### src/common/timer_set_pkg.sv
// Package with constants and carrier types for the cascaded timer set
package timer_set_pkg;
  localparam int T1_WIDTH = 10;
  localparam int T8_WIDTH = 8;
  localparam int FIX_WIDTH = 16;
  localparam int PRE_DIV_LO = 4;
  localparam int PRE_DIV_HI = 8;
  localparam logic [2:0] PRE_CNT_RST = 3'h0;
  localparam logic [9:0] T1_RST = 10'h000;
  localparam logic [7:0] T8_RST = 8'h00;
  localparam logic [15:0] FIX_RST = 16'h0000;
  localparam int WDT_BIT = 14;
  // Timer B source codes
  localparam logic [1:0] B_SRC_PRE = 2'h0;
  localparam logic [1:0] B_SRC_TA = 2'h1;
  localparam logic [1:0] B_SRC_ICLK = 2'h2;
  localparam logic [1:0] B_SRC_FIX = 2'h3;
  // Timer C source codes
  localparam logic [1:0] C_SRC_TB = 2'h0;
  localparam logic [1:0] C_SRC_PRE = 2'h1;
  localparam logic [1:0] C_SRC_OSC = 2'h2;

  // Control bits of prescaler and timer A
  typedef struct packed {
    logic prescale_run;
    logic prescale_ratio_sel;
    logic timer_a_source_sel;
    logic timer_a_run;
  } prescaler_timer_a_ctrl_t;

  // Control bits of timer B
  typedef struct packed {
    logic timer_b_run;
    logic square_out_en;
    logic timer_b_source_sel_hi;
    logic timer_b_source_sel_lo;
  } timer_b_ctrl_t;

  // Control bits of timer C
  typedef struct packed {
    logic timer_c_run;
    logic osc_half_sel;
    logic timer_c_source_sel_hi;
    logic timer_c_source_sel_lo;
  } timer_c_ctrl_t;

  // Software load strobes and values
  typedef struct packed {
    logic load_a;
    logic load_b;
    logic load_c;
    logic [9:0] value_a;
    logic [7:0] value_b;
    logic [7:0] value_c;
  } timer_load_t;
endpackage

### src/cascaded_timer_set.sv
// Cascaded timer set: prescaler, timers A, B, C and fixed 16-bit divider
//
// Behaviour
// - Programmable timers count down from n, underflow after n+1, flag, reload.
// - Fixed divider flags once every fixed number of count pulses.
// - Prescaler divides instruction clock by 4 or 8.
// - Prescaler pulse is a selectable source of all three timers.
// - Timer A is a 10-bit down counter, ratio 1 to 1024.
// - Timer A counts prescaler pulses or timer C underflow pulses.
// - Timer A underflow flags, gates carrier output, feeds timer B.
// - Timer B 8-bit, sources prescaler, A underflow, clock, fixed underflow.
// - Timer B underflow flags, feeds timer C, toggles square-wave pin.
// - Timer C 8-bit, sources B underflow, prescaler, oscillator or half.
// - Timer C underflow flags, forms carrier, feeds timer A.
// - Fixed 16-bit divider runs freely with no control.
// - Three control words start, stop and configure prescaler and timers.
// - Ratio bit 0 selects /4, 1 selects /8; run low clears prescaler.
// - Timer A source bit 0 prescaler, 1 timer C underflow.
// - Timer B codes 00 pre, 01 A underflow, 10 clock, 11 fixed.
// - Timer C codes 00 B underflow, 01 pre, 10 oscillator; 11 none.
`timescale 1ns/1ps
module cascaded_timer_set
  import timer_set_pkg::*;
#(
  parameter int A_WIDTH = T1_WIDTH,
  parameter int B_WIDTH = T8_WIDTH
) (
  input wire logic clk_sys_in, // System clock
  input wire logic rstn_in, // Synchronous reset, active low
  input wire logic iclk_pulse_in, // Instruction clock tick
  input wire logic osc_pulse_in, // Oscillator tick
  input wire timer_set_pkg::prescaler_timer_a_ctrl_t ctrl_a_in, // Word 1
  input wire timer_set_pkg::timer_b_ctrl_t ctrl_b_in, // Word 2
  input wire timer_set_pkg::timer_c_ctrl_t ctrl_c_in, // Word 3
  input wire timer_set_pkg::timer_load_t load_in, // Load strobes
  input wire logic clear_flags_in, // Clear all request flags
  input wire logic carrier_en_in, // Carrier enable
  output logic [9:0] count_a_out, // Timer A count
  output logic [7:0] count_b_out, // Timer B count
  output logic [7:0] count_c_out, // Timer C count
  output logic flag_a_out, // Timer A request
  output logic flag_b_out, // Timer B request
  output logic flag_c_out, // Timer C request
  output logic flag_fix_out, // Fixed divider request
  output logic prescaler_out_pulse, // Prescaler pulse
  output logic carrier_out, // Carrier wave output
  output logic square_out, // Square-wave pin
  output logic wdt_tick_out // Watchdog count pulse
);
  import timer_set_pkg::*;

  logic [2:0] pre_cnt_q, pre_cnt_d;
  logic pre_pulse_q, pre_pulse_d;
  logic [9:0] a_cnt_q, a_cnt_d, a_rld_q, a_rld_d;
  logic [7:0] b_cnt_q, b_cnt_d, b_rld_q, b_rld_d;
  logic [7:0] c_cnt_q, c_cnt_d, c_rld_q, c_rld_d;
  logic [15:0] fix_q, fix_d;
  logic osc_half_q, osc_half_d;
  logic ua_q, ua_d, ub_q, ub_d, uc_q, uc_d, uf_q, uf_d;
  logic fa_q, fa_d, fb_q, fb_d, fc_q, fc_d, ff_q, ff_d;
  logic car_q, car_d, sq_q, sq_d, gate_q, gate_d, wdt_q, wdt_d;
  logic en_a, en_b, en_c;

  // Next value of a down counter with auto reload
  function automatic logic [9:0] count_next(input logic [9:0] cnt,
                                            input logic [9:0] rld,
                                            input logic en);
    if (!en) begin
      count_next = cnt;
    end else if (cnt == 10'h000) begin
      count_next = rld;
    end else begin
      count_next = cnt - 10'h001;
    end
  endfunction

  // Flag set wins over software clear
  function automatic logic flag_next(input logic f, input logic set,
                                     input logic clr);
    flag_next = set | (f & ~clr);
  endfunction

  // Count enables from selected sources, each a one-cycle pulse
  always_comb begin
    en_a = 1'b0;
    en_b = 1'b0;
    en_c = 1'b0;
    if (ctrl_a_in.timer_a_run) begin
      en_a = ctrl_a_in.timer_a_source_sel ? uc_q : pre_pulse_q;
    end
    if (ctrl_b_in.timer_b_run) begin
      case ({ctrl_b_in.timer_b_source_sel_hi,
             ctrl_b_in.timer_b_source_sel_lo})
        B_SRC_PRE: en_b = pre_pulse_q;
        B_SRC_TA: en_b = ua_q;
        B_SRC_ICLK: en_b = iclk_pulse_in;
        B_SRC_FIX: en_b = uf_q;
        default: en_b = 1'b0;
      endcase
    end
    if (ctrl_c_in.timer_c_run) begin
      case ({ctrl_c_in.timer_c_source_sel_hi,
             ctrl_c_in.timer_c_source_sel_lo})
        C_SRC_TB: en_c = ub_q;
        C_SRC_PRE: en_c = pre_pulse_q;
        C_SRC_OSC: en_c = ctrl_c_in.osc_half_sel ?
                          (osc_pulse_in & osc_half_q) : osc_pulse_in;
        default: en_c = 1'b0;
      endcase
    end
  end

  // Prescaler and fixed divider next state
  always_comb begin
    pre_cnt_d = pre_cnt_q;
    pre_pulse_d = 1'b0;
    fix_d = fix_q;
    uf_d = 1'b0;
    wdt_d = 1'b0;
    osc_half_d = osc_half_q ^ osc_pulse_in;
    if (!ctrl_a_in.prescale_run) begin
      pre_cnt_d = PRE_CNT_RST;
    end else if (iclk_pulse_in) begin
      if (pre_cnt_q == (ctrl_a_in.prescale_ratio_sel ?
                        3'(PRE_DIV_HI - 1) : 3'(PRE_DIV_LO - 1))) begin
        pre_cnt_d = PRE_CNT_RST;
        pre_pulse_d = 1'b1;
      end else begin
        pre_cnt_d = pre_cnt_q + 3'h1;
      end
    end
    if (iclk_pulse_in) begin
      fix_d = fix_q - 16'h0001;
      uf_d = (fix_q == FIX_RST);
      wdt_d = fix_q[WDT_BIT] & ~fix_d[WDT_BIT];
    end
  end

  // Programmable timers, flags and output waveforms next state
  always_comb begin
    a_rld_d = load_in.load_a ? load_in.value_a : a_rld_q;
    b_rld_d = load_in.load_b ? load_in.value_b : b_rld_q;
    c_rld_d = load_in.load_c ? load_in.value_c : c_rld_q;
    a_cnt_d = load_in.load_a ? load_in.value_a :
              count_next(a_cnt_q, a_rld_q, en_a);
    b_cnt_d = load_in.load_b ? load_in.value_b :
              8'(count_next({2'h0, b_cnt_q}, {2'h0, b_rld_q}, en_b));
    c_cnt_d = load_in.load_c ? load_in.value_c :
              8'(count_next({2'h0, c_cnt_q}, {2'h0, c_rld_q}, en_c));
    ua_d = en_a & (a_cnt_q == T1_RST);
    ub_d = en_b & (b_cnt_q == T8_RST);
    uc_d = en_c & (c_cnt_q == T8_RST);
    fa_d = flag_next(fa_q, ua_d, clear_flags_in);
    fb_d = flag_next(fb_q, ub_d, clear_flags_in);
    fc_d = flag_next(fc_q, uc_d, clear_flags_in);
    ff_d = flag_next(ff_q, uf_d, clear_flags_in);
    car_d = uc_d ? ~car_q : car_q;
    sq_d = (ub_d & ctrl_b_in.square_out_en) ? ~sq_q : sq_q;
    gate_d = ua_d ? ~gate_q : gate_q;
  end

  // Register all state
  always_ff @(posedge clk_sys_in) begin
    if (!rstn_in) begin
      pre_cnt_q <= PRE_CNT_RST;
      pre_pulse_q <= 1'b0;
      a_cnt_q <= T1_RST;
      a_rld_q <= T1_RST;
      b_cnt_q <= T8_RST;
      b_rld_q <= T8_RST;
      c_cnt_q <= T8_RST;
      c_rld_q <= T8_RST;
      fix_q <= FIX_RST;
      osc_half_q <= 1'b0;
      ua_q <= 1'b0;
      ub_q <= 1'b0;
      uc_q <= 1'b0;
      uf_q <= 1'b0;
      fa_q <= 1'b0;
      fb_q <= 1'b0;
      fc_q <= 1'b0;
      ff_q <= 1'b0;
      car_q <= 1'b0;
      sq_q <= 1'b0;
      gate_q <= 1'b0;
      wdt_q <= 1'b0;
    end else begin
      pre_cnt_q <= pre_cnt_d;
      pre_pulse_q <= pre_pulse_d;
      a_cnt_q <= a_cnt_d;
      a_rld_q <= a_rld_d;
      b_cnt_q <= b_cnt_d;
      b_rld_q <= b_rld_d;
      c_cnt_q <= c_cnt_d;
      c_rld_q <= c_rld_d;
      fix_q <= fix_d;
      osc_half_q <= osc_half_d;
      ua_q <= ua_d;
      ub_q <= ub_d;
      uc_q <= uc_d;
      uf_q <= uf_d;
      fa_q <= fa_d;
      fb_q <= fb_d;
      fc_q <= fc_d;
      ff_q <= ff_d;
      car_q <= car_d;
      sq_q <= sq_d;
      gate_q <= gate_d;
      wdt_q <= wdt_d;
    end
  end

  // Outputs straight from flip-flops
  always_ff @(posedge clk_sys_in) begin
    if (!rstn_in) begin
      carrier_out <= 1'b0;
    end else begin
      carrier_out <= car_d & carrier_en_in & (gate_d | ~ctrl_a_in.timer_a_run);
    end
  end

  assign count_a_out = a_cnt_q;
  assign count_b_out = b_cnt_q;
  assign count_c_out = c_cnt_q;
  assign flag_a_out = fa_q;
  assign flag_b_out = fb_q;
  assign flag_c_out = fc_q;
  assign flag_fix_out = ff_q;
  assign prescaler_out_pulse = pre_pulse_q;
  assign square_out = sq_q;
  assign wdt_tick_out = wdt_q;
endmodule

### config.mk
export PLATFORM = sky130hd
export DESIGN_NAME = cascaded_timer_set
export DESIGN_NICKNAME = d
export VERILOG_FILES = /design/src/common/timer_set_pkg.sv /design/src/cascaded_timer_set.sv
export SDC_FILE = /design/constraint.sdc
export NUM_CORES = 1
export LEC_CHECK = 0
export ABC_AREA = 1
export BUFFER_PORTS_ARGS = -buffer_cell sky130_fd_sc_hd__buf_2
export CORE_ASPECT_RATIO = 0.75
export CORE_MARGIN = 10
export CORE_UTILIZATION = 30
export CTS_CLUSTER_DIAMETER = 120
export DETAILED_ROUTE_END_ITERATION = 10
export GPL_TIMING_DRIVEN = 1
export SKIP_LAST_GASP = 1
export SYNTH_ARGS = -nofsm -noshare
export SYNTH_HDL_FRONTEND = slang
export SYNTH_SLANG_ARGS = --single-unit
### constraint.sdc
create_clock -name clk_sys_in -period 3.6 [get_ports clk_sys_in]
set_input_delay 0.72 -clock clk_sys_in [delete_from_list [all_inputs] [get_ports clk_sys_in]]
set_output_delay 0.72 -clock clk_sys_in [all_outputs]
set_load 0.01 [all_outputs]
## Yosys cells after proc, flatten, opt, wreduce, memory -nomap -nowiden

Cells that the tools add are included.

| word-level totals | value |
|---|---|
| register bits | 86 |
| latch bits | 0 |
| memory bits (writable) | 0 |
| ROM bits | 0 |
| output and inout port bits | 34 |
| word-level logic and storage cells | 92 |
| memories kept | 0 |

| operators by class | value |
|---|---|
| add/sub/neg operators | 5 |
| multiply operators | 0 |
| divide/modulo/power cells | 0 |
| $lt $le $gt $ge | 0 |
| equal/unequal tests | 6 |
| shift-type cells | 0 |
| muxes and demuxes | 22 |
| bitwise gates (word level) | 24 |
| reductions and logical operators | 12 |

Operators with widths:

| operator | number |
|---|---|
| $mux 8 | 6 |
| $mux 10 | 3 |
| $logic_not 16->1 | 1 |
| $logic_not 8->1 | 2 |
| $sub 16x1->16 const B | 1 |
| $sub 8x1->8 const B | 2 |
| $and 1x1->1 | 12 |
| $logic_not 10->1 | 1 |
| $sub 10x1->10 const B | 1 |
| $mux 1 | 9 |
| $eq 2x2->1 const B | 3 |
| $mux 3 | 2 |
| $not 1->1 | 6 |
| $reduce_bool 2->1 | 3 |
| $or 1x1->1 | 5 |
| $eq 2x1->1 const B | 2 |
| $logic_not 2->1 | 2 |
| $pmux 1 s4 | 1 |
| $reduce_and 2->1 | 2 |
| $add 3x1->3 const B | 1 |
| $eq 3x3->1 | 1 |
| $pmux 1 s3 | 1 |
| $reduce_and 3->1 | 1 |
| $xor 1x1->1 | 1 |

## Logic depth before layout (Yosys ltp)

Gate-level depths: netlist of the first run.

| depth | value |
|---|---|
| depth in word-level cells | 8 |
| gate-level depth with buffers | 13 |
| depth with buffers taken out | 13 |

## Worst setup path after synthesis of the first run

No wires, ideal clock.

| timing path | value |
|---|---|
| path kind | input port to flip-flop |
| from | in osc_pulse_in |
| to | reg c_cnt_q[1] (netlist: count_c_out[1]) |
| setup time | 117 ps |
| arrival time | 1,563 ps |
| required time | 3,483 ps |
| setup slack | 1,919 ps |
| stages | 7 |
| buffers on the path | 0 |
| cell sequence | ha_1 -> nand2_1 -> nand3_1 -> nand2_2 -> nand2_2 -> o21ai_0 -> nor2_1 |

| on the way | value |
|---|---|
| word-level cells in the longest chain between the ends | 5 |

RTL lines:

| item | RTL line | source |
|---|---|---|
| from (decl) | cascaded_timer_set.sv:31 | `input wire logic osc_pulse_in,` |
| $and 1x1->1 | cascaded_timer_set.sv:107 | `(osc_pulse_in & osc_half_q) : osc_pulse_in;` |
| $mux 1 * | cascaded_timer_set.sv:106 | `C_SRC_OSC: en_c = ctrl_c_in.osc_half_sel ?` |
| $pmux 1 s3 * | cascaded_timer_set.sv:102 | `case ({ctrl_c_in.timer_c_source_sel_hi,` |
| $mux 1 * | cascaded_timer_set.sv:101 | `if (ctrl_c_in.timer_c_run) begin` |
| $reduce_bool 2->1 (no line) * | -- |  |
| to (signal assigned) | cascaded_timer_set.sv:194 | `c_cnt_q <= c_cnt_d;` |
| to (decl) | cascaded_timer_set.sv:56 | `logic [7:0] c_cnt_q, c_cnt_d, c_rld_q, c_rld_d;` |

Every way passes the cells marked *; elsewhere a longest branch is shown, timed or not.
A chain may end at the register's enable or synchronous reset.

## Worst setup path after layout of the first run

| timing path | value |
|---|---|
| from | reg c_cnt_q[0] (netlist: count_c_out[0]) |
| to | reg c_cnt_q[1] (netlist: count_c_out[1]) |

| on the way | value |
|---|---|
| word-level cells in the longest chain between the ends | 4 |
| elaborated cells between the ends (all ways) | 5 |

RTL lines:

| item | RTL line | source |
|---|---|---|
| $sub 8x1->8 / $logic_not 8->1 (equally long branches) | cascaded_timer_set.sv:73, cascaded_timer_set.sv:70 |  |
| $mux 8 * | cascaded_timer_set.sv:70 | `end else if (cnt == 10'h000) begin` |
| $mux 8 * | cascaded_timer_set.sv:68 | `if (!en) begin` |
| $mux 8 * | cascaded_timer_set.sv:148 | `c_cnt_d = load_in.load_c ? load_in.value_c :` |

Every way passes the cells marked *; elsewhere a longest branch is shown, timed or not. The select of a mux whose other input is x is not followed.

==> results of run 1 <==
-- worst max-delay path, stage by stage (launching register included) --
cell and delay, ns:
dfxtp_1 0.34, inv_1 0.13, ha_1 0.16, nand2_1 0.06, nor2_2 0.45, inv_1 0.19, nand2_1 0.21, a21oi_1 0.10
nor2_1 0.10, nor2_1 0.04
-- cell type report --
| type | instances | area, sq um |
|---|---|---|
| sequential | 86 | 1720 |
| inverter | 70 | 263 |
| tap | 200 | 250 |
| clock buffer | 12 | 267 |
| timing repair buffer | 83 | 423 |
| clock inverter | 1 | 30.0 |
| fill | 1602 | 9210 |
| multi-input combinational | 503 | 2380 |
-- routing by layer --
| layer | GRT usage (%) | vias to the layer above | wire [um] |
|---|---|---|---|
| met2 | 18.5 | 80 | 5290 |
| li1 | - | 2332 | - |
| met3 | 3.48 | 5 | 585 |
| met4 | 2.14 | 0 | 63 |
| met5 | 0 | - | 0 |
| met1 | 16.4 | 1926 | 6360 |
-- synth_stat cells (all sizes together) --
master,number
nand2,199
nor2,94
dfxtp,86
a21oi,76
inv,68
nand3,47
o21ai,38
clkbuf,14
ha,11
a21boi,8
nand4,8
nor3,8
buf,6
nand3b,3
xor2,3
and2,2
and3,2
clkinv,2
a211oi,1
nor4,1
o21bai,1
xnor2,1
-- sequential cells by signal, summed over array words and instances, names as in the netlist, 3 cells and up --
signal / cells
fix_q: 16
a_rld_q: 10
count_a_out: 10
b_rld_q: 8
c_rld_q: 8
count_b_out: 8
count_c_out: 8
pre_cnt_q: 3
-- per-stage QoR --
stage	worst slack, ns	util [%]
after floorplan	1.92	-
after global placement	1.46	34.7
after detailed placement	1.44	34.7
after CTS	1.75	36.7
after global routing	1.53	36.7
final	1.71	36.7
-- power by group --
| part | leakage [uW] | internal [uW] | switching, uW | total [uW] |
|---|---|---|---|---|
| Sequential | 0.000708 | 1030 | 61.6 | 1090 |
| Combinational | 0.00171 | 218 | 383 | 601 |
| Clock | 0.000147 | 584 | 369 | 953 |
-- kinds of logic after synthesis --
group           after synthesis  share of synthesized area, %
buf+inv                      90                          8.09
fa+ha+maj                    11                          3.08
simple gates                364                          35.1
flops                        86                          38.5
compound gates              124                          14.4
xor+xnor                      4                         0.784
-- final timing paths --
path              depth (start not counted)  slack, ns        endpoint
setup / recovery                          9       1.71  count_c_out[1]
hold / removal                            2       0.46      flag_c_out
setup reg to reg                          9       1.71  count_c_out[1]
hold reg to reg                           2       0.46      flag_c_out
==> metrics.md, run 1 <==
| Metric | Value |
|---|---|
| CTS clk-pin slew, worst paths | `0.06 ns` |
| Detailed Place HPWL | `9140 um` |
| Setup Total Neg Slack | `0 ns` |
| Fin. max-slew vios | `0` |
| Cells after DPL | `942` |
| Total power | `2640 uW` |
| Die ar. | `20,200 sq um` |
| Tmin final | `1.89 ns` |
| Initial antenna violation count | `0` |
| Ys Warns | `0` |
| First-pass DRT Iterations | `7` |
| Die Y-Extent | `126 um` |
| Most frequent cells in the layout | `nand2_1, dfxtp_1, nor2_1` |
| Area delta synth->final | `19.5%` |
| Register area share after synthesis | `38.5%` |
| Critical path startpoint category | `register` |
| Syn avg cell area | `6.58 sq um` |
| CTS tree | `yes` |
| Hold Fails Final Rpt | `0` |
| Vias in the first global route | `4,113` |
| Hold slack | `0.464 ns` |
| Data required, critical path | `3.82 ns` |
| Cell variety after synth | `33` |
| Die X-Extent | `161 um` |
| Placed cell area | `5040 sq um` |
| CP Capture Type | `register` |
| Leakage | `0.00257 uW` |
| CTS Buf Count | `9` |
| R2r startpoint | `count_c_out[0]` |
| Endpoints failing setup | `0` |
| DR vias | `4,343` |
| Post-CTS Resized | `0` |
| Global-route wire length before repair | `20,500 um` |
| Max Cap Viol | `0` |
| Diodes inserted | `0` |
| DRC Markers | `0` |
| CP startpoint | `count_c_out[0]` |
| Synth Cell Area | `4470 sq um` |
| Crit path DAT | `2.11 ns` |
| Peak VDD IR | `0.000208 V` |
| Tot GR Track Use | `12.0%` |
| Critical-path maximum fanout | `11` |
| Top cells by area, synth | `dfxtp_1, nand2_1, a21oi_1` |
| Flop and latch count out of synthesis | `86` |
| Finished Layout Cells | `955` |
| Buffers on Ports | `80` |
| Critical path class | `register to register` |
| 1st-iter DRT viols | `243` |
| Hold path startpoint | `flag_c_out` |
| Most common cell after layout, fill and taps aside | `nand2_1` |
| Area leader, netlist | `dfxtp_1` |
| Total number of H-tree levels | `3` |
| Min-delay worst type | `register to register` |
| Clk sinks | `86` |
| Fin crit share | `52.4%` |
| CTS hold repair buffers | `0` |
| Routed wire per std cell | `12.9 um` |
| Post-synth top area share | `38.5%` |
| Synth Net Count | `737` |
| Worst-margin pin slew | `0.593 ns` |
| Fin area | `5340 sq um` |
| Core area | `14,500 sq um` |
| Slew Limit Headroom | `60.4%` |
| RSZ-0062 raised after global routing | `no` |
| Largest net degree at the start of global routing | `42` |
| Final WL | `12,300 um` |
| Later-pin clock latency in the skew report | `0.33 ns` |
| Maximum buffer depth of the clock tree | `2` |
| IO Pins | `81` |
| Initial Util | `30.7%` |
| Final nets | `811` |
| Pwr per Cell Area | `495 nW/um^2` |
| Routability cong. | `0.833` |
| Cell Rows | `38` |
| Routed Antenna Nets | `0` |
| Final Skew | `0.00530 ns` |
| Post-CTS setup buffers | `0` |
| Share of cells above drive strength 1 | `15.5%` |
| GRT overflow | `0` |
| Root buffer cell | `clkbuf_16` |
| Via/cell ratio | `4.55` |
| Outcome | `complete, no violations` |
| Peak Freq | `530 MHz` |
| Post-Synthesis Cells | `679` |
No activity file was read; power rests on OpenSTA's default activity.
==> run 2: changes to the inputs <==
Settings changed: ABC_AREA 1 to 0.
Clock period 3.6 ns to 1.95 ns, I/O delays scaled along.
==> metrics.md, run 2 <==
| Metric | Value |
|---|---|
| Outcome | `finished with violations` |
| Violated checks | `negative setup slack` |
| GRT overflow | `0 (unchanged)` |
| CTS tree | `yes` |
| 1st-iter DRT viols | `284 (+17%)` |
| First-pass DRT Iterations | `5 (-2)` |
| Top sig layer | `met4` |
| Top cells by area, synth | `dfxtp_1, mux2i_1, nand2b_1` |
| Pwr per Cell Area | `873 nW/um^2 (+76%)` |
| Area leader, netlist | `dfxtp_1` |
| Maximum buffer depth of the clock tree | `2 (unchanged)` |
| Most common cell after layout, fill and taps aside | `buf_2` |
| Clk sinks | `86 (unchanged)` |
| Routed Antenna Nets | `0 (unchanged)` |
| Die Y-Extent | `125 um (-0.93%)` |
| Critical path startpoint category | `register` |
| Final Skew | `0.00677 ns (+0.00147 ns)` |
| Critical-path maximum fanout | `4 (-7)` |
| Register name with the most flops | `fix_q` |
| Cell Rows | `38 (unchanged)` |
| Flip-flop count of the largest register after layout | `16 (unchanged)` |
| Synth Cell Area | `4370 sq um (-2.2%)` |
| Post-Synthesis Cells | `499 (-27%)` |
| Flop and latch count out of synthesis | `86 (unchanged)` |
| DR vias | `3,994 (-8.0%)` |
| Post-synth top area share | `39.4% (+0.87 points)` |
| Fin. max-slew vios | `0 (unchanged)` |
| Final nets | `674 (-17%)` |
| Top FF cell, synth | `dfxtp_1` |
| CP Capture Type | `register` |
| CTS clk-pin slew, worst paths | `0.07 ns (about the same)` |
| Area delta synth->final | `33.2%` |
| Cell variety after synth | `63 (+91%)` |
| Tot GR Track Use | `12.1% (+0.084 points)` |
| RSZ-0062 raised after global routing | `yes` |
| Peak Freq | `501 MHz (-5.4%)` |
| Tmin final | `1.99 ns (+0.109 ns)` |
| Root buffer cell | `clkbuf_16` |
| Total power | `5080 uW (+92%)` |
| Vias in the first global route | `3,942 (-4.2%)` |
| Largest net degree at the start of global routing | `35 (-17%)` |
| Synth cell count leaders | `dfxtp_1, nand2_1, o21ai_0` |
| Total number of H-tree levels | `3 (unchanged)` |
| Die X-Extent | `159 um (-0.98%)` |
| Initial Util | `30.4% (-0.28 points)` |
| CTS Buf Count | `9 (unchanged)` |
| IO Pins | `81 (unchanged)` |
| Slew Limit Headroom | `61.0% (+0.52 points)` |
| WL met2 | `5440 um (+2.8%)` |
| DR WL met3 | `585 um (unchanged)` |
| Die ar. | `19,800 sq um (-1.9%)` |
| Crit path DAT | `2.28 ns (+0.17 ns)` |
| Core Util, Final | `40.5% (+3.8 points)` |
| Initial antenna violation count | `0 (unchanged)` |
| Worst setup margin | `-0.0442 ns (-1.76 ns)` |
| Most common cell in the netlist | `dfxtp_1` |
| Buffers on Ports | `80 (unchanged)` |
| Final WL | `12,200 um (-1.0%)` |
| Most frequent cells in the layout | `buf_2, dfxtp_1, buf_4` |
| Core area | `14,400 sq um (-1.3%)` |
| Endpoints failing setup | `6 (+6)` |
| DRC Markers | `0 (unchanged)` |
| Peak VDD IR | `0.000464 V (+120%)` |
| Wl on met1 | `5960 um (-6.3%)` |
| Max Cap Viol | `0 (unchanged)` |
| Fin crit share | `102% (+50 points)` |
| Leakage | `0.00256 uW (about the same)` |
| Synth Net Count | `557 (-24%)` |
| Critical path class | `register to register` |
| Later-pin clock latency in the skew report | `0.34 ns (about the same)` |
| Routed wire per std cell | `14.8 um (+15%)` |
| Post-synthesis async set-or-reset flop share | `0% (unchanged)` |
| Global-route wire length before repair | `19,800 um (-3.2%)` |
| Via/cell ratio | `4.86 (+6.8%)` |
| Min-delay worst type | `input pin to register` |
| Hold Fails Final Rpt | `0 (unchanged)` |
| Data required, critical path | `2.24 ns (-1.58 ns)` |
| Register area share after synthesis | `39.4% (+0.87 points)` |
| Routability cong. | `0.825 (-0.91%)` |
| Post-place setup slack | `-0.150 ns (-1.59 ns)` |
| Detailed Place HPWL | `9210 um (+0.72%)` |
| Syn avg cell area | `8.76 sq um (+33%)` |
| Ys Warns | `0 (unchanged)` |
| Post-synth EDFFs | `0 (unchanged)` |
| Share of cells above drive strength 1 | `31.9% (+16 points)` |
| Worst-margin pin slew | `0.586 ns (-0.00712 ns)` |
[run 2: logic make-up (layout without fill, tap and decap cells)]
logic type | after synthesis | after routing | synth area share, %
AO/OA/AOI/OAI | 117 | 117 | 17.6
XOR/XNOR | 22 | 22 | 4.41
adder cells (fa/ha/maj) | 11 | 11 | 3.15
buffers and inverters | 46 | 168 | 4.18
flip-flops | 86 | 86 | 39.4
multiplexers | 27 | 27 | 6.24
other | 0 | 1 | 0
AND/OR/NAND/NOR | 190 | 190 | 25.1
[run 2: layout make-up]
cell class	instances	area, sq um
inverter	17	66.3
fill	1456	8540
tap	200	250
multi-input combinational	367	2620
clock buffer	12	246
clock inverter	4	53.8
antenna	1	2.50
timing repair buffer	135	837
sequential	86	1740
[run 2: final timing paths]
path                                    start          end  slack, ns  cells past startpoint
worst max-delay path                 fix_q[6]    fix_q[15]      -0.04                      6
worst min-delay path            carrier_en_in  carrier_out       0.30                      2
worst max register to register       fix_q[6]    fix_q[15]      -0.04                      6
worst min register to register     b_rld_q[2]   b_rld_q[2]       0.48                      2
[run 2: per-stage QoR]
step                      setup TNS [ns]  hold WS (ns)  cell area, sq um  instances
after global placement             -1.08         0.458              5380        802
after detailed placement           -1.72         0.471              5380        802
final                             -0.172         0.304              5820        822
after CTS                         -0.175         0.288              5730        820
after floorplan                    -1.25         0.444              4460        499
after global routing               -1.14         0.302              5820        821
[run 2: where the power goes]
group	internal, uW	switching (uW)	leakage, uW
logic	659	644	0.00171
registers	1900	124	0.000711
clock network	1040	713	0.000148
[run 2: what timing repair did]
action                                  4_1_cts  5_1_grt
gates resized for setup                      11       19
pin swaps                                     7       11
setup buffers                                 2        1
hold buffers                                  0        0
endpoints found under the setup margin       21       24
[run 2: layer usage]
layer	vias up	track usage (%)
met3	18	3.90
li1	2013	-
met1	1873	15.6
met4	0	3.75
met2	90	18.7
met5	-	0
[run 2: worst max-delay path, stage by stage (launching register included)]
cell,delay (ns)
dfxtp_2,0.32
or4_4,0.53
or4_4,0.46
buf_6,0.15
nor4_4,0.21
xor2_1,0.16
and2_1,0.13
==> run 3: changes to the inputs <==
--- a/config.mk
+++ b/config.mk
@@ -7,5 +7,4 @@
 export LEC_CHECK = 0
 export ABC_AREA = 0
-export BUFFER_PORTS_ARGS = -buffer_cell sky130_fd_sc_hd__buf_2
 export CORE_ASPECT_RATIO = 0.75
 export CORE_MARGIN = 10
@@ -13,4 +12,5 @@
 export CTS_CLUSTER_DIAMETER = 120
 export DETAILED_ROUTE_END_ITERATION = 10
+export DONT_BUFFER_PORTS = 1
 export GPL_TIMING_DRIVEN = 1
 export SKIP_LAST_GASP = 1
==> constraint.sdc (replaced) <==
create_clock -name clk_sys_in -period 1.95 [get_ports clk_sys_in]
set_input_delay 0.0975 -clock clk_sys_in [delete_from_list [all_inputs] [get_ports clk_sys_in]]
set_output_delay 0.0975 -clock clk_sys_in [all_outputs]
set_load 0.01 [all_outputs]
==> metrics.md, run 3 (synthesis gave the netlist of run 2 again) <==
| Metric | Value |
|---|---|
| Outcome | `finished with violations` |
| Violated checks | `negative setup slack` |
| Max Cap Viol | `0 (unchanged)` |
| Routed wire per std cell | `16.6 um (+12%)` |
| Critical path startpoint category | `register` |
| RSZ-0062 raised after global routing | `yes` |
| Final Skew | `0.0104 ns (+0.00360 ns)` |
| Root buffer cell | `clkbuf_16` |
| Tmin final | `2.06 ns (+0.0674 ns)` |
| Initial antenna violation count | `0 (unchanged)` |
| Most common cell after layout, fill and taps aside | `dfxtp_1` |
| Crit path DAT | `2.33 ns (+0.05 ns)` |
| Peak Freq | `485 MHz (-3.3%)` |
| Fin. max-slew vios | `0 (unchanged)` |
| Most frequent cells in the layout | `dfxtp_1, dlygate4sd3_1, buf_4` |
| CP startpoint | `fix_q[5]` |
| Slowest Stage Delay on Critical Path | `0.61 ns (+0.08 ns)` |
| Hold slack | `0.00892 ns (-0.295 ns)` |
| Worst setup margin | `-0.112 ns (-0.0674 ns)` |
| Tot GR Track Use | `12.5% (+0.38 points)` |
| Hold Fails Final Rpt | `0 (unchanged)` |
| CP top delay family | `simple AND/OR/NAND/NOR gates` |
| CTS clk-pin slew, worst paths | `0.07 ns (about the same)` |
| Buf/Inv on CP | `0 (-1)` |
| Data required, critical path | `2.22 ns (-0.02 ns)` |
| Cell Rows | `38 (unchanged)` |
| Worst r2r path cells | `4 (-2)` |
| Pwr per Cell Area | `827 nW/um^2 (-5.2%)` |
| Buffers on Ports | `0 (-100%)` |
| Share of cells above drive strength 1 | `20.7% (-11 points)` |
| CP cell instances | `or4_4 > or4b_4 > or3_1 > a21boi_1` |
| GRT overflow | `0 (unchanged)` |
| DR vias | `4,052 (+1.5%)` |
| Critical-path maximum fanout | `7 (+3)` |
| Min-delay worst type | `input pin to register` |
| IO Pins | `81 (unchanged)` |
| Core area | `14,400 sq um (unchanged)` |
| Initial Util | `30.4% (unchanged)` |
| Worst path slowest cell | `or4b_4` |
| Flip-flop count of the largest register after layout | `16 (unchanged)` |
| Die ar. | `19,800 sq um (unchanged)` |
| Peak VDD IR | `0.000402 V (-13%)` |
| Critical path class | `register to register` |
| Core Util, Final | `42.1% (+1.6 points)` |
| First-pass DRT Iterations | `4 (-1)` |
| Die X-Extent | `159 um (unchanged)` |
| Maximum buffer depth of the clock tree | `2 (unchanged)` |
| Detailed Place HPWL | `8510 um (-7.6%)` |
| Fin crit share | `106% (+3.5 points)` |
| Vias in the first global route | `3,920 (-0.56%)` |
| Final nets | `658 (-2.4%)` |
| Total number of H-tree levels | `3 (unchanged)` |
| Register name with the most flops | `fix_q` |
| Crit. path cell count | `4 (-2)` |
| Routed Antenna Nets | `0 (unchanged)` |
| Clk sinks | `86 (unchanged)` |
| Global-route wire length before repair | `20,400 um (+2.8%)` |
| Die Y-Extent | `125 um (unchanged)` |
| Largest net degree at the start of global routing | `87 (+150%)` |
| Endpoints failing setup | `13 (+7)` |
| Later-pin clock latency in the skew report | `0.35 ns (about the same)` |
| CTS tree | `yes` |
| Leakage | `0.00251 uW (-2.0%)` |
| DRC Markers | `0 (unchanged)` |
| Via/cell ratio | `5.03 (+3.5%)` |
| Total power | `5000 uW (-1.5%)` |
| Routability cong. | `0.814 (-1.3%)` |
| Cells after DPL | `722 (-10%)` |
| CTS Buf Count | `9 (unchanged)` |
| Final WL | `13,400 um (+9.9%)` |
| Finished Layout Cells | `806 (-1.9%)` |
| Worst-margin pin slew | `0.655 ns (+0.0698 ns)` |
| R2r startpoint | `fix_q[5]` |
| CP Capture Type | `register` |
| Area delta synth->final | `38.5%` |
| Slew Limit Headroom | `56.2% (-4.8 points)` |
| Hold Crit Depth | `2 (unchanged)` |
| Hold path startpoint | `load_in[19]` |
| 1st-iter DRT viols | `271 (-4.6%)` |
## run 3: stage by stage
| stage | cell area, sq um | setup WS, ns | setup TNS, ns |
|---|---|---|---|
| 3_5_place_dp | 4960 | -0.136 | -1.40 |
| 5_1_grt | 6050 | -0.140 | -1.62 |
| 4_1_cts | 5750 | -0.0882 | -0.670 |
| 2_1_floorplan | 4460 | -0.164 | -1.25 |
| 3_3_place_gp | 4960 | -0.116 | -0.876 |
| 6_report | 6050 | -0.112 | -0.610 |
## run 3: layout make-up
cell class	count	area, sq um
antenna	1	2.50
clock buffer	12	246
clock inverter	4	31.3
fill	1433	8310
inverter	17	66.3
multi-input combinational	367	2640
sequential	86	1740
tap	200	250
timing repair buffer	119	1070
## run 3: final timing paths
check	slack [ns]	end
setup reg to reg	-0.11	fix_q[13]
setup / recovery	-0.11	fix_q[13]
hold / removal	0.009	count_a_out[3]
hold reg to reg	0.48	fix_q[5]
## run 3: per-layer routing
metal / routed length [um] / vias up / global-route usage, %
met4: 125 / 0 / 3.75
met5: 0 / - / 0
met1: 6010 / 1950 / 15.0
met3: 1050 / 13 / 5.75
li1: - / 1980 / -
met2: 6200 / 109 / 19.4
## run 3: repair_timing
| item | in CTS | in global routing |
|---|---|---|
| hold buffers | 45 | 19 |
| pin swaps | 9 | 6 |
| buffers inserted | 2 | 1 |
| resized for setup | 13 | 22 |
| endpoints found under the hold margin | 86 | 46 |
| setup endpoints to repair | 19 | 26 |
## run 3: worst register-to-register path: stages, from the launching register on
cell      delay, ns
dfxtp_2        0.32
or4_4          0.54
or4b_4         0.61
or3_1          0.37
a21boi_1       0.15
## run 3: report_power, final
group / switching (uW) / leakage, uW / internal, uW
Sequential: 114 / 0.000711 / 1900
Combinational: 633 / 0.00167 / 708
Clock: 740 / 0.000134 / 907
Total: 1490 / 0.00251 / 3520
